[src/pkg/rx_perf_pkg.sv]
package rx_perf_pkg;
  // ****************************************************************
  // Register map (printed offsets not all multiples of four: index)
  // ****************************************************************
  localparam logic [8:0] IDX_GOOD_B0   = 9'h118;
  localparam logic [8:0] IDX_GOOD_B1   = 9'h119;
  localparam logic [8:0] IDX_GOOD_B2   = 9'h11a;
  localparam logic [8:0] IDX_GOOD_B3   = 9'h11b;
  localparam logic [8:0] IDX_ABORT_B0  = 9'h11c;
  localparam logic [8:0] IDX_ABORT_B1  = 9'h11d;
  localparam logic [8:0] IDX_ABORT_B2  = 9'h11e;
  localparam logic [8:0] IDX_ABORT_B3  = 9'h11f;
  localparam logic [8:0] IDX_UPD_CTRL  = 9'h120;
  localparam logic [8:0] IDX_UPD_STAT  = 9'h121;
  localparam int         ADDR_W        = 11;
  localparam int         IDX_LSB       = 2;
  localparam int         CNT_W         = 32;
  localparam int         BYTE_LEN_W    = 12;
  localparam int         TRIGGER_BIT   = 0;
  localparam int         DONE_BIT      = 0;
  localparam logic [7:0] REG_RESET     = 8'h00;
  localparam logic [31:0] UNMAPPED_DATA = 32'h0000_0000;
  localparam logic [1:0] RESP_OK       = 2'b00;
  localparam logic [1:0] RESP_DECERR   = 2'b11;

  typedef enum logic [2:0] {
    BUS_IDLE = 3'b001,
    BUS_DONE = 3'b010,
    BUS_WAIT = 3'b100
  } bus_state_e;
endpackage

[src/rtl/byte_accumulator.sv]
module byte_accumulator #(
  parameter int CNT_W      = 32,
  parameter int BYTE_LEN_W = 12
) (
  input  wire logic                  mclk_in,
  input  wire logic                  sys_rst_in,
  input  wire logic                  add_in,
  input  wire logic [BYTE_LEN_W-1:0] len_in,
  input  wire logic                  restart_in,
  output logic      [CNT_W-1:0]      total_out,
  output logic      [CNT_W-1:0]      snap_out
);
  logic [CNT_W-1:0] acc_reg;
  logic [CNT_W-1:0] snap_reg;
  wire  [CNT_W-1:0] len_ext = {{(CNT_W-BYTE_LEN_W){1'b0}}, len_in};
  // Bytes arriving in the restart cycle open the new interval
  wire  [CNT_W-1:0] acc_next = restart_in ? (add_in ? len_ext : '0)
                                          : (add_in ? acc_reg + len_ext : acc_reg);
  wire  [CNT_W-1:0] snap_next = restart_in ? acc_reg : snap_reg;

  always_ff @(posedge mclk_in) begin
    if (sys_rst_in) begin
      acc_reg  <= '0;
      snap_reg <= '0;
    end else begin
      acc_reg  <= acc_next;
      snap_reg <= snap_next;
    end
  end

  assign total_out = acc_reg;
  assign snap_out  = snap_reg;
endmodule // byte_accumulator

[src/rtl/rx_pkt_classifier.sv]
module rx_pkt_classifier #(
  parameter int BYTE_LEN_W = 12
) (
  input  wire logic                  mclk_in,
  input  wire logic                  sys_rst_in,
  input  wire logic                  pkt_done_in,
  input  wire logic [BYTE_LEN_W-1:0] pkt_len_in,
  input  wire logic                  pkt_abort_in,
  input  wire logic                  pkt_fcs_err_in,
  input  wire logic                  pkt_size_err_in,
  output logic                       good_add_out,
  output logic                       bad_add_out,
  output logic      [BYTE_LEN_W-1:0] len_out
);
  // Any error class counts as aborted for byte accounting
  wire bad_pkt = pkt_abort_in | pkt_fcs_err_in | pkt_size_err_in;

  always_ff @(posedge mclk_in) begin
    if (sys_rst_in) begin
      good_add_out <= 1'b0;
      bad_add_out  <= 1'b0;
      len_out      <= '0;
    end else begin
      good_add_out <= pkt_done_in & ~bad_pkt;
      bad_add_out  <= pkt_done_in & bad_pkt;
      len_out      <= pkt_len_in;
    end
  end
endmodule // rx_pkt_classifier

[src/rtl/rx_serial_byte_perf_counters.sv]
// How it works
// - Count bytes of unaborted stored packets
// - Separately count bytes of aborted packets
// - Discarded bytes may still be counted
// - Each count read as four bytes
// - Trigger rise latches counts, restarts counters
// - Update touches only these serial counters
// - Trigger is bit 0, others unused
// - Done flag sets, clears with trigger low
// - FCS, abort, size errors count aborted
//
// Added by the designer: register access over Avalon-MM.
module rx_serial_byte_perf_counters #(
  parameter int BYTE_LEN_W = 12
) (
  input  wire logic                           mclk_in,
  input  wire logic                           sys_rst_in,
  input  wire logic [rx_perf_pkg::ADDR_W-1:0] avs_address_in,
  input  wire logic                           avs_read_in,
  input  wire logic                           avs_write_in,
  input  wire logic [31:0]                    avs_writedata_in,
  input  wire logic [3:0]                     avs_byteenable_in,
  input  wire logic                           pkt_done_in,
  input  wire logic [BYTE_LEN_W-1:0]          pkt_len_in,
  input  wire logic                           pkt_abort_in,
  input  wire logic                           pkt_fcs_err_in,
  input  wire logic                           pkt_size_err_in,
  output logic      [31:0]                    avs_readdata_out,
  output logic                                avs_waitrequest_out,
  output logic      [1:0]                     avs_response_out,
  output logic                                rx_perf_update_done_out
);
  import rx_perf_pkg::*;

  // ****************************************************************
  // Packet intake
  // ****************************************************************
  logic                  good_add;
  logic                  bad_add;
  logic [BYTE_LEN_W-1:0] cls_len;

  // Dropped bytes are counted at write time, not subtracted later
  rx_pkt_classifier #(.BYTE_LEN_W(BYTE_LEN_W)) u_cls (
    .mclk_in         (mclk_in),
    .sys_rst_in      (sys_rst_in),
    .pkt_done_in     (pkt_done_in),
    .pkt_len_in      (pkt_len_in),
    .pkt_abort_in    (pkt_abort_in),
    .pkt_fcs_err_in  (pkt_fcs_err_in),
    .pkt_size_err_in (pkt_size_err_in),
    .good_add_out    (good_add),
    .bad_add_out     (bad_add),
    .len_out         (cls_len)
  );

  // ****************************************************************
  // Update control
  // ****************************************************************
  logic       trigger_reg;
  logic       trigger_prev_reg;
  logic       done_reg;
  logic       restart_reg;
  logic [7:0] upd_ctrl_reg;

  wire trigger_rise = trigger_reg & ~trigger_prev_reg;

  // ****************************************************************
  // Counters
  // ****************************************************************
  logic [CNT_W-1:0] good_snap;
  logic [CNT_W-1:0] bad_snap;

  // Restart belongs to this block only; other interfaces unaffected
  byte_accumulator #(.CNT_W(CNT_W), .BYTE_LEN_W(BYTE_LEN_W)) u_good (
    .mclk_in    (mclk_in),
    .sys_rst_in (sys_rst_in),
    .add_in     (good_add),
    .len_in     (cls_len),
    .restart_in (restart_reg),
    .total_out  (),
    .snap_out   (good_snap)
  );

  byte_accumulator #(.CNT_W(CNT_W), .BYTE_LEN_W(BYTE_LEN_W)) u_bad (
    .mclk_in    (mclk_in),
    .sys_rst_in (sys_rst_in),
    .add_in     (bad_add),
    .len_in     (cls_len),
    .restart_in (restart_reg),
    .total_out  (),
    .snap_out   (bad_snap)
  );

  // ****************************************************************
  // Avalon-MM slave
  // ****************************************************************
  bus_state_e bus_state_reg;
  bus_state_e bus_state_next;
  logic [31:0] rdata_reg;
  logic [1:0]  resp_reg;

  wire [8:0] idx      = avs_address_in[ADDR_W-1:IDX_LSB];
  wire       req      = avs_read_in | avs_write_in;
  wire       accept   = (bus_state_reg == BUS_IDLE) & req;
  // Answer cycle: waitrequest is low while the state is BUS_DONE
  wire       answer   = (bus_state_reg == BUS_DONE);
  wire       hit_good = (idx >= IDX_GOOD_B0) & (idx <= IDX_GOOD_B3);
  wire       hit_bad  = (idx >= IDX_ABORT_B0) & (idx <= IDX_ABORT_B3);
  wire       hit_ctrl = (idx == IDX_UPD_CTRL);
  wire       hit_stat = (idx == IDX_UPD_STAT);
  wire       mapped   = hit_good | hit_bad | hit_ctrl | hit_stat;
  wire [1:0] lane     = idx[1:0];
  // Low index selects bits 7:0, high selects 31:24
  wire [7:0] good_byte = good_snap[{lane, 3'b000} +: 8];
  wire [7:0] bad_byte  = bad_snap[{lane, 3'b000} +: 8];
  wire [7:0] stat_byte = {7'b000_0000, done_reg};
  wire [7:0] sel_byte  = hit_good ? good_byte :
                         hit_bad  ? bad_byte :
                         hit_ctrl ? upd_ctrl_reg :
                         hit_stat ? stat_byte : 8'h00;
  // Reads only select; nothing changes on a read
  wire [31:0] rd_word = mapped ? {24'h00_0000, sel_byte} : UNMAPPED_DATA;
  // Write lands at the edge the master sees waitrequest low
  wire        ctrl_wr = answer & avs_write_in & hit_ctrl & avs_byteenable_in[0];
  // Upper bits unused and held at zero
  wire [7:0]  ctrl_next = ctrl_wr ? {7'b000_0000, avs_writedata_in[TRIGGER_BIT]}
                                  : upd_ctrl_reg;

  always_comb begin
    case (bus_state_reg)
      BUS_IDLE: bus_state_next = req ? BUS_DONE : BUS_IDLE;
      BUS_DONE: bus_state_next = BUS_WAIT;
      BUS_WAIT: bus_state_next = BUS_IDLE;
      default:  bus_state_next = BUS_IDLE;
    endcase
  end

  always_ff @(posedge mclk_in) begin
    if (sys_rst_in) begin
      bus_state_reg       <= BUS_IDLE;
      rdata_reg           <= 32'h0000_0000;
      resp_reg            <= RESP_OK;
      avs_waitrequest_out <= 1'b1;
    end else begin
      bus_state_reg       <= bus_state_next;
      // Waitrequest drops one cycle after the request is taken
      avs_waitrequest_out <= ~accept;
      if (accept) begin
        rdata_reg <= avs_read_in ? rd_word : 32'h0000_0000;
        resp_reg  <= mapped ? RESP_OK : RESP_DECERR;
      end
    end
  end

  assign avs_readdata_out = rdata_reg;
  assign avs_response_out = resp_reg;

  // ****************************************************************
  // Update sequencing
  // ****************************************************************
  always_ff @(posedge mclk_in) begin
    if (sys_rst_in) begin
      upd_ctrl_reg     <= REG_RESET;
      trigger_reg      <= 1'b0;
      trigger_prev_reg <= 1'b0;
      restart_reg      <= 1'b0;
      done_reg         <= 1'b0;
    end else begin
      upd_ctrl_reg     <= ctrl_next;
      trigger_reg      <= upd_ctrl_reg[TRIGGER_BIT];
      trigger_prev_reg <= trigger_reg;
      restart_reg      <= trigger_rise;
      // Completion sets at the same edge the snapshot lands; set wins over clear
      if (restart_reg) begin
        done_reg <= 1'b1;
      end else if (~upd_ctrl_reg[TRIGGER_BIT]) begin
        done_reg <= 1'b0;
      end
    end
  end

  assign rx_perf_update_done_out = done_reg;
endmodule // rx_serial_byte_perf_counters

[config.mk]
export PLATFORM = sky130hd
export DESIGN_NAME = rx_serial_byte_perf_counters
export DESIGN_NICKNAME = d
export VERILOG_FILES = /design/src/pkg/rx_perf_pkg.sv /design/src/rtl/byte_accumulator.sv /design/src/rtl/rx_pkt_classifier.sv /design/src/rtl/rx_serial_byte_perf_counters.sv
export SDC_FILE = /design/constraint.sdc
export NUM_CORES = 1
export LEC_CHECK = 0
export ABC_CLOCK_PERIOD_IN_PS = 7000
export BUFFER_PORTS_ARGS = -buffer_cell sky130_fd_sc_hd__buf_2
export CAP_MARGIN = 20
export CORE_UTILIZATION = 35
export DETAILED_ROUTE_END_ITERATION = 8
export PLACE_DENSITY = 0.63
export SLEW_MARGIN = 0
export SYNTH_ARGS = -nofsm -noshare
export SYNTH_HDL_FRONTEND = slang
export SYNTH_SLANG_ARGS = --single-unit
[constraint.sdc]
create_clock -name mclk_in -period 7 [get_ports mclk_in]
set_input_delay 1.05 -clock mclk_in [delete_from_list [all_inputs] [get_ports mclk_in]]
set_output_delay 1.05 -clock mclk_in [all_outputs]
set_load 0.01 [all_outputs]
==> impl_metrics.ini <==
[status]
status = complete, no violations

[die]
die_height_um = 151
coreArea_sq_um = 21900
die_area_sq_um = 22900
start_util_pct = 35.7
fp.dieW_um = 151
io-pin-count = 103
rows = 54

[critical_path]
timing.rr.end = u_good.total_out[18]
crit_start = u_cls.len_out[4]
end_kind = flip-flop
slowest_stage = o31a_1
start_kind = flip-flop
critPathBufInv = 0
arrival_ns = 3.21
r2r_slack_ns = 4.07
critPathRequiredTime_ns = 7.29
r2r_cells = 8
path_max_fanout = 12
path_delay_family = compound AO/OA/AOI/OAI gates
slowest_delay_ns = 0.53
path_cells = ha_1, a2111oi_0, o21ai_0, a211oi_1, o31a_1, nand3b_1, xor2_1, nor2_1
worstSetupPathType = reg2reg
timing.rr.start = u_cls.len_out[4]

[sta]
finalHoldViolations = 0
skew_ns = 0.00567
setup_viol = 0
hold_slack_ns = 0.380
max_freq_mhz = 341
tns_ns = 0
slew_violations = 0
fin_crit_ns = 2.93
fin_crit_sh_pct = 41.8
slew_headroom_pct = 41.8
rsz0062_at_grt = no
worstMarginPinSlew_ns = 0.873

[grt]
grt_max_degree = 60
grt_overflow = 0
grt_use_met2_pct = 25.3
grt_use_met3_pct = 3.32
grt_use_total_pct = 16.0
use_met1_pct = 21.1
antenna_found_initial = 0
grt_pass1_wl_um = 27900
grt.busiest_layer = met2
first_global_vias = 5258

[clock_network]
clock_sinks = 160
numCtsBuffers = 17
cts_root_buf = clkbuf_16
ctsLongestPathBuffers = 2
clk_pin_slew_ns = 0.06
cts_setup_buffers = 0
cts_tree = built
cts_resized = 0
insertion_delay_ns = 0.42
ctsHoldBuffers = 0
cts-htree-levels = 4

[placement]
port_buffers = 42
gp_congestion = 0.844
dp_hpwl_um = 11900

[yosys]
syn_area_per_cell_sq_um = 9.25
ys.flop_type = dfxtp_1
async_flop_share_pct = 0
syn_inst = 845
seq_area_frac_synth_pct = 41.0
synth_cell_type_count = 63
yosysWarnings = 0
ys_ff_latch = 160
syn_area_sq_um = 7820
synth_edf_count = 0

[routing]
drc = 0
ant_nets = 0
avgRoutedWirePerCell_um = 15.1
drt-total-wl_um = 17400
drt_pass1_iterations = 5
drtIter0Drc = 398
vias_per_cell = 5.10
vias = 5895

[power_and_ir_drop]
power_density_nw_per_um2 = 220
p_leak_nw = 3.17
vdd_drop_max_mv = 0.179

[cells_and_area]
nets = 959
n_antenna_cell = 0
area_growth_pct = 11.2
drive_above_1_share_pct = 11.6

[hold_path]
hold_end = restart_reg
hp-start = trigger_prev_reg
hold_path_class = reg2reg
hold_depth = 1

[job]
maxCapViolCount = 0
area by class of cell:
type	instances	area (sq um)
Fill cell	2183	13200
Multi-Input combinational cell	630	4310
Sequential cell	160	3210
Clock buffer	22	474
Tap cell	280	350
Timing Repair Buffer	47	250
Clock inverter	7	62.6
Inverter	10	37.5
metrics by stage:
step | instance area (sq um) | utilization [%] | worst slack (ns) | std cells | total power [W]
2_1_floorplan | 7910 | - | 4.31 | 868 | 0.00105
3_3_place_gp | 8160 | 37.3 | 3.90 | 1127 | 0.00107
3_5_place_dp | 8160 | 37.3 | 3.91 | 1127 | 0.00107
4_1_cts | 8700 | 39.7 | 4.10 | 1156 | 0.00193
5_1_grt | 8700 | 39.7 | 3.70 | 1156 | 0.00199
6_report | 8700 | 39.7 | 4.07 | 1156 | 0.00191
cells in the mapped netlist (3+ instances only):
cell type | number | area (sq um)
dfxtp_1 | 160 | 3200
nor2_1 | 143 | 537
mux2i_1 | 80 | 801
a21oi_1 | 48 | 240
nand2_1 | 48 | 180
clkbuf_1 | 34 | 128
xnor2_1 | 33 | 289
o21ai_0 | 29 | 145
buf_4 | 25 | 188
ha_1 | 24 | 300
nor2b_1 | 22 | 138
mux4_2 | 16 | 360
nor3b_1 | 12 | 90.1
or3_1 | 11 | 68.8
a211oi_1 | 10 | 75.1
inv_1 | 10 | 37.5
nand3_1 | 9 | 45.0
nor4_1 | 9 | 56.3
nand4_1 | 8 | 50.1
a31oi_1 | 7 | 43.8
buf_1 | 7 | 26.3
a21o_1 | 6 | 45.0
and2_1 | 6 | 37.5
and3_1 | 6 | 37.5
nor3_1 | 6 | 30.0
o211ai_1 | 6 | 45.0
or4_1 | 6 | 45.0
xor2_1 | 6 | 52.6
a221oi_1 | 4 | 35.0
nand2b_1 | 4 | 25.0
nor4b_1 | 4 | 35.0
o21a_1 | 3 | 22.5
o21bai_1 | 3 | 22.5
worst register-to-register path, stage by stage, from the launching register on:
cell	delay, ns
dfxtp_1	0.43
ha_1	0.33
a2111oi_0	0.48
o21ai_0	0.25
a211oi_1	0.39
o31a_1	0.53
nand3b_1	0.19
xor2_1	0.14
nor2_1	0.05
how the worst max path moves through the flow:
stage | to | slack (ns) | cells past startpoint
finish | u_good.total_out[18] | 4.07 | 8
global route | u_good.total_out[26] | 3.70 | 8
CTS | u_good.total_out[18] | 4.10 | 8
detailed placement | u_bad.total_out[11] | 3.91 | 6
global placement | u_bad.total_out[11] | 3.90 | 6
floorplan | avs_readdata_out[2] | 4.31 | 5
power breakdown:
| group | leakage (nW) | total, W | internal (W) | switching [W] |
|---|---|---|---|---|
| clock network | 0.267 | 0.000862 | 0.000508 | 0.000354 |
| registers | 1.30 | 0.000935 | 0.000922 | 0.0000132 |
| logic | 1.60 | 0.000116 | 0.0000445 | 0.0000719 |
logic make-up (layout without fill, tap and decap cells):
logic type               Yosys count  after routing  synth area share [%]
buffers and inverters             78             86                  4.98
flip-flops                       160            160                  41.0
AND/OR/NAND/NOR                  305            305                  18.7
XOR/XNOR                          39             39                  4.37
other                              1             24                0.0480
AO/OA/AOI/OAI                    140            140                  11.7
adder cells (fa/ha/maj)           26             26                  4.35
multiplexers                      96             96                  14.8
routing by layer:
metal	vias up	share of wire [%]
met5	-	0
met4	0	2.1
met3	20	2.8
met2	87	47
met1	2789	48
li1	2999	-
cell usage in the layout (no fill, tap or decap), types with 11 or more instances in the layout:
master and instances:
dfxtp_1 159, nor2_1 143, mux2i_1 80, a21oi_1 48
nand2_1 48, buf_2 41, xnor2_1 33, o21ai_0 29
ha_1 24, conb_1 24, nor2b_1 22, clkbuf_16 17
mux4_2 16, nor3b_1 12, or3_1 11
No activity file was read; power rests on OpenSTA's default activity.
